==> src/hw/rtap_pkg.sv <==
// constants and types for the retimer adaptation and pattern control slice
package rtap_pkg;
	// register indices; byte address is four times the index
	localparam logic [7:0] IDX_EQ_INDEX    = 8'h13;
	localparam logic [7:0] IDX_LOCK_ADAPT  = 8'h2F;
	localparam logic [7:0] IDX_EYE_PRBS    = 8'h30;
	localparam logic [7:0] IDX_ADAPT_MODE  = 8'h31;
	localparam logic [7:0] IDX_EYE_INT_CFG = 8'h36;
	localparam logic [7:0] IDX_EYE_LIMIT   = 8'h76;

	// reset values
	localparam logic [7:0] RST_EQ_INDEX    = 8'h00;
	localparam logic [7:0] RST_LOCK_ADAPT  = 8'h06;
	localparam logic [7:0] RST_EYE_PRBS    = 8'h00;
	localparam logic [7:0] RST_ADAPT_MODE  = 8'h20;
	localparam logic [7:0] RST_EYE_INT_CFG = 8'h00;
	localparam logic [7:0] RST_EYE_LIMIT   = 8'h11;

	// lock and adapt control fields
	localparam int RATE_MSB       = 7;
	localparam int RATE_LSB       = 4;
	localparam int EQ_OVR_BIT     = 3;
	localparam int PPM_EN_BIT     = 2;
	localparam int FLD_DIS_BIT    = 1;
	localparam int ADAPT_GO_BIT   = 0;
	// eye flags and pattern control fields
	localparam int RANGE_ERR_BIT  = 5;
	localparam int EYE_FLAG_BIT   = 4;
	localparam int PAT_CLK_EN_BIT = 3;
	localparam int PAT_SEL_MSB    = 1;
	localparam int PAT_SEL_LSB    = 0;
	// adaptation mode fields
	localparam int AD_MODE_MSB    = 6;
	localparam int AD_MODE_LSB    = 5;
	localparam int MERIT_MSB      = 4;
	localparam int MERIT_LSB      = 3;
	// other fields
	localparam int EQ_IDX_MSB     = 4;
	localparam int EYE_INT_EN_BIT = 6;
	localparam int LIM_H_MSB      = 7;
	localparam int LIM_H_LSB      = 4;
	localparam int LIM_V_MSB      = 3;
	localparam int LIM_V_LSB      = 0;

	localparam logic [1:0] REF_MODE_FLD = 2'h3;

	localparam logic [1:0] AD_NONE    = 2'h0;
	localparam logic [1:0] AD_CTLE    = 2'h1;
	localparam logic [1:0] AD_OPT_DFE = 2'h2;
	localparam logic [1:0] AD_LOCK    = 2'h3;
	localparam logic [1:0] MERIT_BAD  = 2'h0;
	localparam logic [1:0] MERIT_HEO  = 2'h1;
	localparam logic [1:0] MERIT_VEO  = 2'h2;

	localparam logic [1:0] PAT_7  = 2'h0;
	localparam logic [1:0] PAT_9  = 2'h1;
	localparam logic [1:0] PAT_15 = 2'h2;
	localparam logic [1:0] PAT_31 = 2'h3;
	localparam logic [30:0] PAT_SEED = 31'h7FFFFFFF;

	typedef enum logic [3:0] {
		AD_IDLE  = 4'h1,
		AD_CTLE1 = 4'h2,
		AD_DFE   = 4'h4,
		AD_CTLE2 = 4'h8
	} rtap_adapt_e;
endpackage

==> src/hw/rtap_pat_if.sv <==
// link between the register slice and the pattern engine
`timescale 1ns/100ps
`default_nettype none
interface rtap_pat_if;
	logic       clk_en;
	logic [1:0] sel;
	logic       rx_bit;
	logic       tx_bit;
	logic       err;
	modport ctrl   (output clk_en, output sel, output rx_bit, input tx_bit, input err);
	modport engine (input clk_en, input sel, input rx_bit, output tx_bit, output err);
endinterface
`default_nettype wire

==> src/hw/rtap_pat_engine.sv <==
// pattern generator and self-synchronising checker
`timescale 1ns/100ps
`default_nettype none
module rtap_pat_engine (
	input  wire logic       pclk,
	input  wire logic       presetn,
	rtap_pat_if.engine      pat
);
	logic [30:0] gen_q;
	logic [30:0] chk_q;
	logic        en_q;
	logic [1:0]  sel_q;
	logic        tx_q;
	logic        err_q;
	logic        restart;

	function automatic logic fb(input logic [30:0] s, input logic [1:0] sel);
		case (sel)
			rtap_pkg::PAT_7:  fb = s[6] ^ s[5];
			rtap_pkg::PAT_9:  fb = s[8] ^ s[4];
			rtap_pkg::PAT_15: fb = s[14] ^ s[13];
			default:          fb = s[30] ^ s[27];
		endcase
	endfunction

	// any toggle of the enable or change of pattern reseeds both machines
	assign restart = (pat.clk_en != en_q) || (pat.sel != sel_q);

	always_ff @(posedge pclk or negedge presetn) begin
		if (!presetn) begin
			en_q  <= 1'b0;
			sel_q <= 2'h0;
		end else begin
			en_q  <= pat.clk_en;
			sel_q <= pat.sel;
		end
	end

	// with the enable low both shift registers and the output bit are frozen and the error flag is cleared
	always_ff @(posedge pclk or negedge presetn) begin
		if (!presetn) begin
			gen_q <= rtap_pkg::PAT_SEED;
			chk_q <= rtap_pkg::PAT_SEED;
			tx_q  <= 1'b0;
			err_q <= 1'b0;
		end else if (restart) begin
			gen_q <= rtap_pkg::PAT_SEED;
			chk_q <= rtap_pkg::PAT_SEED;
			err_q <= 1'b0;
		end else if (pat.clk_en) begin
			gen_q <= {gen_q[29:0], fb(gen_q, pat.sel)};
			tx_q  <= fb(gen_q, pat.sel);
			chk_q <= {chk_q[29:0], pat.rx_bit};
			err_q <= pat.rx_bit ^ fb(chk_q, pat.sel);
		end else begin
			err_q <= 1'b0;
		end
	end

	assign pat.tx_bit = tx_q;
	assign pat.err    = err_q;
endmodule
`default_nettype wire

==> src/hw/rtap_regs.sv <==
// retimer channel lock, adaptation, eye flag and pattern control registers
//
// What this block does
// override makes index register pick equalizer setting
// ppm check enable adds lock qualifier
// in reference mode 3, bit disables frequency-lock
// adaptation start bit launches run, self-clears
// low eye opening sets flag when enabled
// eye flag sticks until read clears it
// pattern clock enable gates generator and checker
// toggling pattern clock enable restarts both machines
// select 00 gives prbs7, 11 prbs31
// select 01 gives prbs9, 10 prbs15
// mode 00 none, 01 ctle, 10 ctle-dfe-ctle
// mode 11 ctle to lock, dfe, then eq
// merit field picks horizontal, vertical, both; 00 invalid
`timescale 1ns/100ps
`default_nettype none
module rtap_regs (
	input  wire logic        pclk,
	input  wire logic        presetn,
	input  wire logic        psel,
	input  wire logic        penable,
	input  wire logic        pwrite,
	input  wire logic [11:0] paddr,
	input  wire logic [31:0] pwdata,
	input  wire logic [3:0]  pstrb,
	output logic      [31:0] prdata,
	output logic             pready,
	output logic             pslverr,
	input  wire logic [1:0]  ref_mode,
	input  wire logic        cdr_phase_lock,
	input  wire logic        ppm_check_pass,
	input  wire logic        freq_lock_ok,
	input  wire logic [4:0]  adapt_eq_index,
	input  wire logic        ctle_optimal,
	input  wire logic        dfe_done,
	input  wire logic [7:0]  horizontal_eye_opening,
	input  wire logic [7:0]  vertical_eye_opening,
	input  wire logic        eye_meas_valid,
	input  wire logic        eye_monitor_range_error,
	input  wire logic        pattern_rx_bit,
	output logic      [4:0]  eq_index_q,
	output logic      [3:0]  rate_ctrl_q,
	output logic             cdr_lock_q,
	output logic             freq_lock_detection_q,
	output logic             ctle_run_q,
	output logic             dfe_run_q,
	output logic             adapt_busy_q,
	output logic             merit_use_heo_q,
	output logic             merit_use_veo_q,
	output logic             pattern_tx_bit,
	output logic             pattern_err
);
	logic [7:0]  eq_idx_reg_q;
	logic [7:0]  lock_reg_q;
	logic [7:0]  prbs_reg_q;
	logic [7:0]  mode_reg_q;
	logic [7:0]  int_cfg_q;
	logic [7:0]  limit_q;
	logic        adapt_start_q;
	logic        eye_flag_q;
	logic        pready_q;
	logic        pslverr_q;
	logic [31:0] prdata_q;
	logic [7:0]  rd_byte;
	logic        hit;
	logic        setup;
	logic        wr_en;
	logic        rd_en;
	logic [7:0]  idx;
	logic        rd_eye;
	logic        eye_low;
	logic        fld_active;
	logic [1:0]  ad_mode;
	logic [1:0]  merit;
	logic        start_ok;
	rtap_pkg::rtap_adapt_e state_q;
	rtap_pkg::rtap_adapt_e state_d;

	rtap_pat_if pat ();

	rtap_pat_engine u_pat (
		.pclk    (pclk),
		.presetn (presetn),
		.pat     (pat.engine)
	);

	assign idx     = paddr[9:2];
	assign setup   = psel && !penable;
	assign wr_en   = psel && penable && pready_q && pwrite && pstrb[0];
	assign rd_en   = psel && penable && pready_q && !pwrite;
	assign rd_eye  = rd_en && idx == rtap_pkg::IDX_EYE_PRBS && !pslverr_q;
	assign ad_mode = mode_reg_q[rtap_pkg::AD_MODE_MSB:rtap_pkg::AD_MODE_LSB];
	assign merit   = mode_reg_q[rtap_pkg::MERIT_MSB:rtap_pkg::MERIT_LSB];

	always_comb begin
		hit     = 1'b1;
		rd_byte = 8'h00;
		case (idx)
			rtap_pkg::IDX_EQ_INDEX:    rd_byte = eq_idx_reg_q;
			rtap_pkg::IDX_LOCK_ADAPT:  rd_byte = {lock_reg_q[7:1], adapt_start_q};
			rtap_pkg::IDX_EYE_PRBS:    rd_byte = {prbs_reg_q[7:6], eye_monitor_range_error,
			                                      eye_flag_q, prbs_reg_q[3:0]};
			rtap_pkg::IDX_ADAPT_MODE:  rd_byte = mode_reg_q;
			rtap_pkg::IDX_EYE_INT_CFG: rd_byte = int_cfg_q;
			rtap_pkg::IDX_EYE_LIMIT:   rd_byte = limit_q;
			default:                   hit = 1'b0;
		endcase
		if (paddr[1:0] != 2'h0 || paddr[11:10] != 2'h0) begin
			hit = 1'b0;
		end
	end

	// answer is decided in setup so every bus output comes from a flop
	always_ff @(posedge pclk or negedge presetn) begin
		if (!presetn) begin
			pready_q  <= 1'b0;
			pslverr_q <= 1'b0;
			prdata_q  <= 32'h00000000;
		end else begin
			pready_q  <= setup;
			pslverr_q <= setup && !hit;
			if (setup && !pwrite) begin
				prdata_q <= {24'h000000, hit ? rd_byte : 8'h00};
			end
		end
	end

	always_ff @(posedge pclk or negedge presetn) begin
		if (!presetn) begin
			eq_idx_reg_q <= rtap_pkg::RST_EQ_INDEX;
			lock_reg_q   <= rtap_pkg::RST_LOCK_ADAPT;
			prbs_reg_q   <= rtap_pkg::RST_EYE_PRBS;
			mode_reg_q   <= rtap_pkg::RST_ADAPT_MODE;
			int_cfg_q    <= rtap_pkg::RST_EYE_INT_CFG;
			limit_q      <= rtap_pkg::RST_EYE_LIMIT;
		end else if (wr_en && !pslverr_q) begin
			case (idx)
				rtap_pkg::IDX_EQ_INDEX:    eq_idx_reg_q <= pwdata[7:0];
				rtap_pkg::IDX_LOCK_ADAPT:  lock_reg_q   <= {pwdata[7:1], 1'b0};
				rtap_pkg::IDX_EYE_PRBS:    prbs_reg_q   <= {pwdata[7:6], 2'h0, pwdata[3:0]};
				rtap_pkg::IDX_ADAPT_MODE:  mode_reg_q   <= pwdata[7:0];
				rtap_pkg::IDX_EYE_INT_CFG: int_cfg_q    <= pwdata[7:0];
				rtap_pkg::IDX_EYE_LIMIT:   limit_q      <= pwdata[7:0];
				default:                   limit_q      <= limit_q;
			endcase
		end
	end

	// start bit reads 1 for exactly one cycle after the write
	always_ff @(posedge pclk or negedge presetn) begin
		if (!presetn) begin
			adapt_start_q <= 1'b0;
		end else begin
			adapt_start_q <= wr_en && !pslverr_q && idx == rtap_pkg::IDX_LOCK_ADAPT
			                 && pwdata[rtap_pkg::ADAPT_GO_BIT];
		end
	end

	// limits count in steps of eight eye-opening units
	assign eye_low = eye_meas_valid && int_cfg_q[rtap_pkg::EYE_INT_EN_BIT]
		&& ((horizontal_eye_opening
		     < {1'b0, limit_q[rtap_pkg::LIM_H_MSB:rtap_pkg::LIM_H_LSB], 3'h0})
		 || (vertical_eye_opening
		     < {1'b0, limit_q[rtap_pkg::LIM_V_MSB:rtap_pkg::LIM_V_LSB], 3'h0}));

	// a new low-eye event beats a clearing read in the same cycle
	always_ff @(posedge pclk or negedge presetn) begin
		if (!presetn) begin
			eye_flag_q <= 1'b0;
		end else if (eye_low) begin
			eye_flag_q <= 1'b1;
		end else if (rd_eye) begin
			eye_flag_q <= 1'b0;
		end
	end

	always_ff @(posedge pclk or negedge presetn) begin
		if (!presetn) begin
			eq_index_q  <= 5'h00;
			rate_ctrl_q <= 4'h0;
		end else begin
			eq_index_q  <= lock_reg_q[rtap_pkg::EQ_OVR_BIT] ?
			               eq_idx_reg_q[rtap_pkg::EQ_IDX_MSB:0] : adapt_eq_index;
			rate_ctrl_q <= lock_reg_q[rtap_pkg::RATE_MSB:rtap_pkg::RATE_LSB];
		end
	end

	// outside reference mode 3 frequency-lock detection stays on
	assign fld_active = (ref_mode == rtap_pkg::REF_MODE_FLD) ?
	                    !lock_reg_q[rtap_pkg::FLD_DIS_BIT] : 1'b1;

	always_ff @(posedge pclk or negedge presetn) begin
		if (!presetn) begin
			cdr_lock_q            <= 1'b0;
			freq_lock_detection_q <= 1'b0;
		end else begin
			freq_lock_detection_q <= fld_active;
			cdr_lock_q <= cdr_phase_lock
			           && (!lock_reg_q[rtap_pkg::PPM_EN_BIT] || ppm_check_pass)
			           && (!fld_active || freq_lock_ok);
		end
	end

	// an invalid merit code or mode 00 leaves the start ignored
	assign start_ok = adapt_start_q && ad_mode != rtap_pkg::AD_NONE
	                  && merit != rtap_pkg::MERIT_BAD;

	always_comb begin
		state_d = state_q;
		case (state_q)
			rtap_pkg::AD_IDLE: begin
				if (start_ok) begin
					state_d = rtap_pkg::AD_CTLE1;
				end
			end
			rtap_pkg::AD_CTLE1: begin
				case (ad_mode)
					rtap_pkg::AD_CTLE: begin
						if (ctle_optimal) state_d = rtap_pkg::AD_IDLE;
					end
					rtap_pkg::AD_OPT_DFE: begin
						if (ctle_optimal) state_d = rtap_pkg::AD_DFE;
					end
					rtap_pkg::AD_LOCK: begin
						if (cdr_lock_q) state_d = rtap_pkg::AD_DFE;
					end
					default: state_d = rtap_pkg::AD_IDLE;
				endcase
			end
			rtap_pkg::AD_DFE: begin
				if (dfe_done) state_d = rtap_pkg::AD_CTLE2;
			end
			rtap_pkg::AD_CTLE2: begin
				if (ctle_optimal) state_d = rtap_pkg::AD_IDLE;
			end
			default: state_d = rtap_pkg::AD_IDLE;
		endcase
	end

	always_ff @(posedge pclk or negedge presetn) begin
		if (!presetn) begin
			state_q         <= rtap_pkg::AD_IDLE;
			ctle_run_q      <= 1'b0;
			dfe_run_q       <= 1'b0;
			adapt_busy_q    <= 1'b0;
			merit_use_heo_q <= 1'b0;
			merit_use_veo_q <= 1'b0;
		end else begin
			state_q         <= state_d;
			ctle_run_q      <= state_d == rtap_pkg::AD_CTLE1 || state_d == rtap_pkg::AD_CTLE2;
			dfe_run_q       <= state_d == rtap_pkg::AD_DFE;
			adapt_busy_q    <= state_d != rtap_pkg::AD_IDLE;
			merit_use_heo_q <= merit[0];
			merit_use_veo_q <= merit[1];
		end
	end

	assign pat.clk_en = prbs_reg_q[rtap_pkg::PAT_CLK_EN_BIT];
	assign pat.sel    = prbs_reg_q[rtap_pkg::PAT_SEL_MSB:rtap_pkg::PAT_SEL_LSB];
	assign pat.rx_bit = pattern_rx_bit;

	assign prdata         = prdata_q;
	assign pready         = pready_q;
	assign pslverr        = pslverr_q;
	assign pattern_tx_bit = pat.tx_bit;
	assign pattern_err    = pat.err;
endmodule
`default_nettype wire

==> config.mk <==
export PLATFORM = sky130hd
export DESIGN_NAME = rtap_regs
export DESIGN_NICKNAME = d
export VERILOG_FILES = /design/src/hw/rtap_pkg.sv /design/src/hw/rtap_pat_if.sv /design/src/hw/rtap_pat_engine.sv /design/src/hw/rtap_regs.sv
export SDC_FILE = /design/constraint.sdc
export NUM_CORES = 1
export LEC_CHECK = 0
export BUFFER_PORTS_ARGS = -buffer_cell sky130_fd_sc_hd__buf_4
export CORE_MARGIN = 3
export CORE_UTILIZATION = 39
export DETAILED_ROUTE_END_ITERATION = 10
export RECOVER_POWER = 25
export SYNTH_ARGS = -nofsm -noshare
export SYNTH_HDL_FRONTEND = slang
export SYNTH_SLANG_ARGS = --single-unit
==> constraint.sdc <==
create_clock -name pclk -period 4.9 [get_ports pclk]
set_clock_uncertainty 0.05 [all_clocks]
set_input_delay 0.98 -clock pclk [delete_from_list [all_inputs] [get_ports pclk]]
set_output_delay 0.98 -clock pclk [all_outputs]
set_load 0.01 [all_outputs]
==> results of run 1 <==
## layout by cell type (no fill, tap or decap), types with 4 or more instances in the layout
| cell | n |
|---|---|
| sky130_fd_sc_hd__a21oi_1 | 5 |
| sky130_fd_sc_hd__a22o_1 | 4 |
| sky130_fd_sc_hd__a22oi_1 | 13 |
| sky130_fd_sc_hd__a31oi_1 | 6 |
| sky130_fd_sc_hd__buf_4 | 78 |
| sky130_fd_sc_hd__clkbuf_16 | 17 |
| sky130_fd_sc_hd__clkinv_2 | 5 |
| sky130_fd_sc_hd__conb_1 | 24 |
| sky130_fd_sc_hd__dfrtp_1 | 75 |
| sky130_fd_sc_hd__dfstp_2 | 68 |
| sky130_fd_sc_hd__ha_1 | 6 |
| sky130_fd_sc_hd__inv_1 | 14 |
| sky130_fd_sc_hd__mux2_2 | 56 |
| sky130_fd_sc_hd__mux2i_1 | 66 |
| sky130_fd_sc_hd__nand2_1 | 77 |
| sky130_fd_sc_hd__nor2_1 | 4 |
| sky130_fd_sc_hd__nor3_1 | 6 |
| sky130_fd_sc_hd__nor3_4 | 4 |
| sky130_fd_sc_hd__o21ai_0 | 12 |
| sky130_fd_sc_hd__o221ai_1 | 4 |
| sky130_fd_sc_hd__o22ai_1 | 6 |
| sky130_fd_sc_hd__xnor2_1 | 10 |
## layer usage
metal	vias to the layer above	track usage [%]	part of all wire, %
li1	1982	-	-
met1	2116	20.1	44
met2	86	26.2	51
met3	14	3.64	4.0
met4	0	5.32	1.4
met5	-	0	0
## how the worst max path moves through the flow
stage,to,slack [ps],cells past startpoint
floorplan,eq_idx_reg_q[0],2370,5
global placement,eq_idx_reg_q[4],1870,4
detailed placement,lock_reg_q[5],1830,4
CTS,lock_reg_q[5],2280,4
global route,eq_idx_reg_q[2],2180,4
finish,eq_idx_reg_q[2],2270,4
## Yosys cell counts, types with 5 or more instances
master / n / area (um2)
sky130_fd_sc_hd__a22oi_1: 13 / 97.6
sky130_fd_sc_hd__a31oi_1: 6 / 37.5
sky130_fd_sc_hd__mux2i_1: 66 / 661
sky130_fd_sc_hd__dfstp_2: 68 / 1790
sky130_fd_sc_hd__o21ai_0: 12 / 60.1
sky130_fd_sc_hd__o22ai_1: 6 / 37.5
sky130_fd_sc_hd__buf_4: 25 / 188
sky130_fd_sc_hd__a21oi_1: 5 / 25.0
sky130_fd_sc_hd__inv_1: 14 / 52.6
sky130_fd_sc_hd__dfrtp_1: 76 / 1900
sky130_fd_sc_hd__buf_2: 7 / 35.0
sky130_fd_sc_hd__nand2_1: 77 / 289
sky130_fd_sc_hd__nor3_1: 7 / 35.0
sky130_fd_sc_hd__xnor2_1: 10 / 87.6
sky130_fd_sc_hd__ha_1: 6 / 75.1
sky130_fd_sc_hd__clkbuf_1: 15 / 56.3
sky130_fd_sc_hd__mux2_2: 56 / 631
## registers in the layout (all words and copies together) (netlist names), 2 cells and up
register      cells
prbs_reg_q        6
state_q           4
lock_reg_q        7
prdata            8
mode_reg_q        8
int_cfg_q         8
rate_ctrl_q       4
limit_q           8
eq_idx_reg_q      8
u_pat.gen_q      31
eq_index_q        5
u_pat.sel_q       2
u_pat.chk_q      31
## per-stage QoR
stage	utilization [%]	cell area, um2	setup WS (ps)	power [mW]
global route	47.4	7890	2180	3.08
detailed placement	44.2	7350	1830	1.77
finish	47.4	7890	2270	2.93
global placement	44.2	7350	1870	1.75
floorplan	-	6750	2370	1.66
CTS	47.4	7890	2280	2.98
## logic make-up (layout without fill, tap and decap cells)
kind of cell | count (synthesis) | in the layout | share of synthesized area [%]
AO/OA/AOI/OAI | 59 | 59 | 6.07
multiplexers | 125 | 125 | 20.2
AND/OR/NAND/NOR | 121 | 121 | 10.1
flip-flops | 144 | 144 | 55.4
adder cells (fa/ha/maj) | 6 | 6 | 1.13
other | 1 | 24 | 0.0563
XOR/XNOR | 13 | 13 | 1.71
buffers and inverters | 65 | 129 | 5.32
## worst max-delay path, cell delays in order
cell	delay, ps
sky130_fd_sc_hd__buf_4	160
sky130_fd_sc_hd__nand4bb_1	670
sky130_fd_sc_hd__nor3_4	670
sky130_fd_sc_hd__mux2_2	400
## power groups by stage
stage	Sequential [mW]	Clock (mW)	Combinational (mW)
2_1_floorplan	1.46	0	0.197
5_1_grt	1.48	1.27	0.323
6_report	1.46	1.19	0.279
4_1_cts	1.46	1.22	0.286
3_5_place_dp	1.48	0	0.285
3_3_place_gp	1.48	0	0.274
## area by class of cell
| cell class | count | share of cell area, % |
|---|---|---|
| Tap cell | 220 | 3.49 |
| Clock inverter | 11 | 1.14 |
| Timing Repair Buffer | 82 | 7.85 |
| Sequential cell | 144 | 46.8 |
| Clock buffer | 21 | 5.71 |
| Multi-Input combinational cell | 348 | 34.3 |
| Inverter | 15 | 0.713 |
==> impl_results.rst, run 1 <==
.. list-table::
   :header-rows: 1

   * - Metric
     - Value
   * - Area growth from synthesis to layout
     - 18.5%
   * - Post-synthesis cell count
     - 534
   * - Endpoint type of the worst setup path
     - register
   * - Critical hold path startpoint
     - lock_reg_q[6]
   * - Die Ht
     - 137 um
   * - Number of hold-slack violations in the final timing report
     - 0
   * - Critical Path RT
     - 5150 ps
   * - R2R cell count
     - 5
   * - Pin count of the biggest net entering global routing
     - 77
   * - Remaining DRCs
     - 0
   * - Cell-internal power
     - 2.23 mW
   * - Count of flip-flops with a built-in enable after synthesis
     - 0
   * - Number of failing setup endpoints in the final timing report
     - 0
   * - Post-CTS Setup Repair Bufs
     - 0
   * - Starting density of the core
     - 40.0%
   * - FMAX
     - 380 MHz
   * - Netlist Area Pre-Place
     - 0.00666 mm2
   * - RD Place Congestion
     - 0.794
   * - CTS hold repair buffers
     - 0
   * - Die outline area
     - 0.0187 mm2
   * - Routed length per placed instance
     - 16.5 um
   * - Clock transition at the register clock pins on the worst setup and hold paths after CTS
     - 60 ps
   * - CTS buffer count
     - 17
   * - Relative contribution of the clock network to total power
     - 40.6%
   * - Static Leakage
     - 3.63 nW
   * - Endpoint with the worst hold slack
     - rate_ctrl_q[2]
   * - Global route overflow
     - 0
   * - Max-slew violation count
     - 0
   * - Final-layout fill cell count
     - 1520
   * - Detailed Route Iter0 Violations
     - 247
   * - Register bit total from synthesis
     - 144
   * - Dpl cells
     - 809
   * - Sequential fraction of design power
     - 49.9%
   * - Share of layout cells above drive strength 1
     - 40.6%
   * - Hold crit path type
     - reg -> reg
   * - Via-per-instance ratio
     - 4.99
   * - GRT Resource Usage Total
     - 15.7%
   * - First-pass iteration count of the detailed router
     - 4
   * - Resized cells post-CTS
     - 0
   * - Setup crit start
     - paddr[8]
   * - Share of flip-flops with an asynchronous set or reset
     - 100%
   * - Class of the most critical setup path
     - in -> reg
   * - Area used by multi-input combinational logic
     - 0.00271 mm2
   * - Root buffer cell
     - sky130_fd_sc_hd__clkbuf_16
   * - Post-route worst hold slack
     - 361 ps
   * - Arrival @ worst endpoint
     - 2880 ps
   * - CTS tree
     - done
   * - Reg2Reg Setup Slack
     - 2590 ps
   * - Die Wd
     - 137 um
   * - Area taken by flip-flops and latches
     - 0.00369 mm2
   * - Result of the run
     - complete, no violations
   * - Core Rows
     - 47
   * - Inserted Diodes
     - 0
   * - Worst Tran Pin Value
     - 1090 ps
   * - Part of the total power dissipated in combinational logic
     - 9.5%
   * - Instance count along the most critical hold path
     - 0
   * - P_sw
     - 0.700 mW
   * - Power density of the placed cells
     - 372 mW/mm2
   * - Count of H-tree levels built during CTS
     - 4
   * - Core Region
     - 0.0166 mm2
   * - Number of clock sinks
     - 144
   * - Unrepaired setup endpoints after global routing
     - no
   * - Worst-Skew Late Latency
     - 420 ps
   * - DRT antenna net count
     - 0
   * - Number of max-cap violations
     - 0
   * - Fraction of the yosys area taken by sequential cells
     - 55.4%
   * - Vias
     - 4198
   * - Sum Neg Setup Slack
     - 0 ps
   * - Total half-perimeter wirelength after legalization and detailed placement
     - 9490 um
   * - Count of yosys warnings during synthesis
     - 0
   * - Cell variety after synth
     - 57
   * - Critical register-to-register path endpoint
     - u_pat.pat.tx_bit
   * - Global-route wire length before repair
     - 22800 um
   * - Final Non-Filler Cells
     - 841
   * - Launching point of the worst reg2reg path
     - prbs_reg_q[3]
   * - I/O pins
     - 136
   * - Final Routed Wirelength
     - 13900 um
   * - Maximum vdd ir drop
     - 250 uV
   * - Longest Clk Path Bufs
     - 2
   * - Total Nets Final
     - 698
   * - Clock period minus worst slack
     - 2630 ps
   * - Number of global-route vias before repair
     - 4326
   * - Final period utilization
     - 53.8%
   * - Net Sw Frac
     - 23.9%
   * - Number of antenna violations at the first check in global routing
     - 0
   * - Leading register cell type out of synthesis
     - sky130_fd_sc_hd__dfrtp_1
   * - CP Max Fanout
     - 12
   * - Category of the worst setup path launch point
     - input port
   * - Count of input and output buffers
     - 78
   * - Headroom to the max-slew limit
     - 27.3%
   * - Mean instance size in the synthesized netlist
     - 12.5 um2
(Power assumes the default switching activity.)
==> run 2: changes to the inputs <==
- clock period: 4.9 -> 2.45 ns (I/O delays scaled with it)
==> run 2 against run 1 <==
Net effect: first-iteration DRC count grew 3.6%; critical endpoint is now mode_reg_q[3]; sequential power grew 100%; count of clock-buffer cells in the layout shrank 2; cell count grew 1.4%; global-route usage grew 0.14 points; core utilization grew 0.70 points; hold slack lost 130 ps; critical path depth grew 2; via count shrank 0.19%; highest routed layer unchanged.
==> impl_results.rst, run 2 (synthesis results as in run 1) <==
.. list-table::
   :header-rows: 1

   * - Metric
     - Value
   * - Worst-Skew Late Latency
     - 420 ps (about the same)
   * - CTS tree
     - done
   * - Largest registers
     - u_pat.chk_q x31, u_pat.gen_q x31
   * - Pin count of the biggest net entering global routing
     - 68 (-12%)
   * - Count of input and output buffers
     - 78 (unchanged)
   * - I/O pins
     - 136 (unchanged)
   * - Endpoint type of the worst setup path
     - register
   * - Clock period minus worst slack
     - 2030 ps
   * - Highest-count cells in the layout ignoring fill and taps
     - sky130_fd_sc_hd__buf_4, sky130_fd_sc_hd__nand2_1, sky130_fd_sc_hd__dfrtp_1
   * - Die outline area
     - 0.0187 mm2 (unchanged)
   * - Max-slew violation count
     - 0 (unchanged)
   * - Final period utilization
     - 82.7%
   * - Die Ht
     - 137 um (unchanged)
   * - Number of global-route vias before repair
     - 4387 (+1.4%)
   * - Via-per-instance ratio
     - 4.91 (-1.6%)
   * - CTS hold repair buffers
     - 1 (+1)
   * - Maximum vdd ir drop
     - 486 uV (+95%)
   * - Critical Path RT
     - 2710 ps (-2440 ps)
   * - Number of clock sinks
     - 144 (unchanged)
   * - Vias
     - 4190 (-0.19%)
   * - DRT antenna net count
     - 0 (unchanged)
   * - Routed length per placed instance
     - 16.3 um (-1.2%)
   * - Number of failing setup endpoints in the final timing report
     - 0 (unchanged)
   * - Number of max-cap violations
     - 0 (unchanged)
   * - Dpl cells
     - 820 (+1.4%)
   * - Unrepaired setup endpoints after global routing
     - no
   * - Clock transition at the register clock pins on the worst setup and hold paths after CTS
     - 60 ps (about the same)
   * - FMAX
     - 494 MHz
   * - CP Max Fanout
     - 8 (-4)
   * - Leading cell type in the layout, fill and taps excluded
     - sky130_fd_sc_hd__buf_4
   * - Static Leakage
     - 3.68 nW (+1.5%)
   * - Total half-perimeter wirelength after legalization and detailed placement
     - 9720 um (+2.4%)
   * - Power density of the placed cells
     - 738 mW/mm2 (+98%)
   * - Inserted Diodes
     - 0 (unchanged)
   * - Number of antenna violations at the first check in global routing
     - 0 (unchanged)
   * - CTS buffer count
     - 17 (unchanged)
   * - Category of the worst setup path launch point
     - register
   * - Final-layout fill cell count
     - 1491 (-1.9%)
   * - Total Nets Final
     - 710 (+1.7%)
   * - Global route overflow
     - 0 (unchanged)
   * - Core Region
     - 0.0166 mm2 (unchanged)
   * - Number of hold-slack violations in the final timing report
     - 0 (unchanged)
   * - Remaining DRCs
     - 0 (unchanged)
   * - Resized cells post-CTS
     - 0 (unchanged)
   * - Share of layout cells above drive strength 1
     - 41.7% (+1.1 points)
   * - Hold crit path type
     - in -> reg
   * - RD Place Congestion
     - 0.761 (-4.2%)
   * - Overall power after layout
     - 5.91 mW (+100%)
   * - First-pass iteration count of the detailed router
     - 4 (unchanged)
   * - Detailed Route Iter0 Violations
     - 256 (+3.6%)
   * - Global-route wire length before repair
     - 22600 um (-0.91%)
   * - Core Rows
     - 47 (unchanged)
   * - Arrival @ worst endpoint
     - 2290 ps (-590 ps)
   * - Longest Clk Path Bufs
     - 2 (unchanged)
   * - Class of the most critical setup path
     - reg -> reg
   * - Area growth from synthesis to layout
     - 20.3%
   * - Sum Neg Setup Slack
     - 0 ps (unchanged)
   * - Worst Tran Pin Value
     - 1290 ps (+196 ps)
   * - Starting density of the core
     - 40.0% (unchanged)
   * - Final Non-Filler Cells
     - 853 (+1.4%)
   * - Reg2Reg Setup Slack
     - 420 ps (-2170 ps)
   * - Count of H-tree levels built during CTS
     - 4 (unchanged)
   * - Root buffer cell
     - sky130_fd_sc_hd__clkbuf_16
   * - Headroom to the max-slew limit
     - 14.2% (-13 points)
   * - Final Routed Wirelength
     - 13900 um (+0.17%)
   * - Die Wd
     - 137 um (unchanged)
   * - Post-CTS Setup Repair Bufs
     - 0 (unchanged)
   * - GRT Resource Usage Total
     - 15.8% (+0.14 points)
   * - Result of the run
     - complete, no violations
-- run 2: changes by cell type in the layout (fill, tap and decap cells not counted), moves of 2 or more --
cell | before | now
sky130_fd_sc_hd__dfstp_2 | 68 | 66
sky130_fd_sc_hd__clkbuf_1 | 3 | 1
sky130_fd_sc_hd__buf_4 | 78 | 90
sky130_fd_sc_hd__clkinvlp_4 | 3 | 7
sky130_fd_sc_hd__clkinv_2 | 5 | 3
sky130_fd_sc_hd__clkbuf_4 | 3 | 1
sky130_fd_sc_hd__dfstp_1 | 0 | 2
-- run 2: layout make-up --
class / instances / area, um2 / area share (%)
Clock buffer: 19 / 443 / 5.53
Clock inverter: 13 / 115 / 1.44
Multi-Input combinational cell: 348 / 2710 / 33.8
Tap cell: 220 / 275 / 3.44
Inverter: 15 / 56.3 / 0.703
Timing Repair Buffer: 94 / 718 / 8.97
Sequential cell: 144 / 3690 / 46.1
-- run 2: worst paths after layout --
kind	start	to	cells after the start
max reg2reg	pslverr	mode_reg_q[3]	6
min reg2reg	lock_reg_q[5]	rate_ctrl_q[1]	0
min in group asynchronous	presetn	mode_reg_q[0]	2
max	pslverr	mode_reg_q[3]	6
max in group asynchronous	presetn	u_pat.gen_q[7]	3
min	penable	pready	2
-- run 2: per-layer routing --
layer / global-route usage (%) / vias up / part of all wire (%)
met1: 19.6 / 2096 / 43
met3: 4.74 / 17 / 3.9
met5: 0 / - / 0
met4: 5.04 / 0 / 1.4
li1: - / 2004 / -
met2: 26.6 / 73 / 52
-- run 2: power breakdown --
group	total [mW]	switching (mW)	internal, mW
combinational	0.568	0.282	0.286
sequential	2.92	0.145	2.78
clock	2.42	1.00	1.42
total	5.91	1.43	4.48
-- run 2: worst max-delay path, cell delays in order, from the launching register on --
cell and delay, ps:
sky130_fd_sc_hd__dfrtp_1 380, sky130_fd_sc_hd__and4b_1 310, sky130_fd_sc_hd__nand3_2 230, sky130_fd_sc_hd__buf_4 230
sky130_fd_sc_hd__nor2_1 90, sky130_fd_sc_hd__nand2_1 250, sky130_fd_sc_hd__mux2_2 360
-- run 2: per-stage QoR --
step                setup slack [ps]  hold WS (ps)  instance area (um2)  utilization [%]
finish                           424           233                 8010             48.1
global route                     274           215                 8010             48.1
CTS                              415           186                 8020             48.2
detailed placement               227           341                 7450             44.7
global placement                 263           341                 7450             44.7
floorplan                        409           144                 6750                -
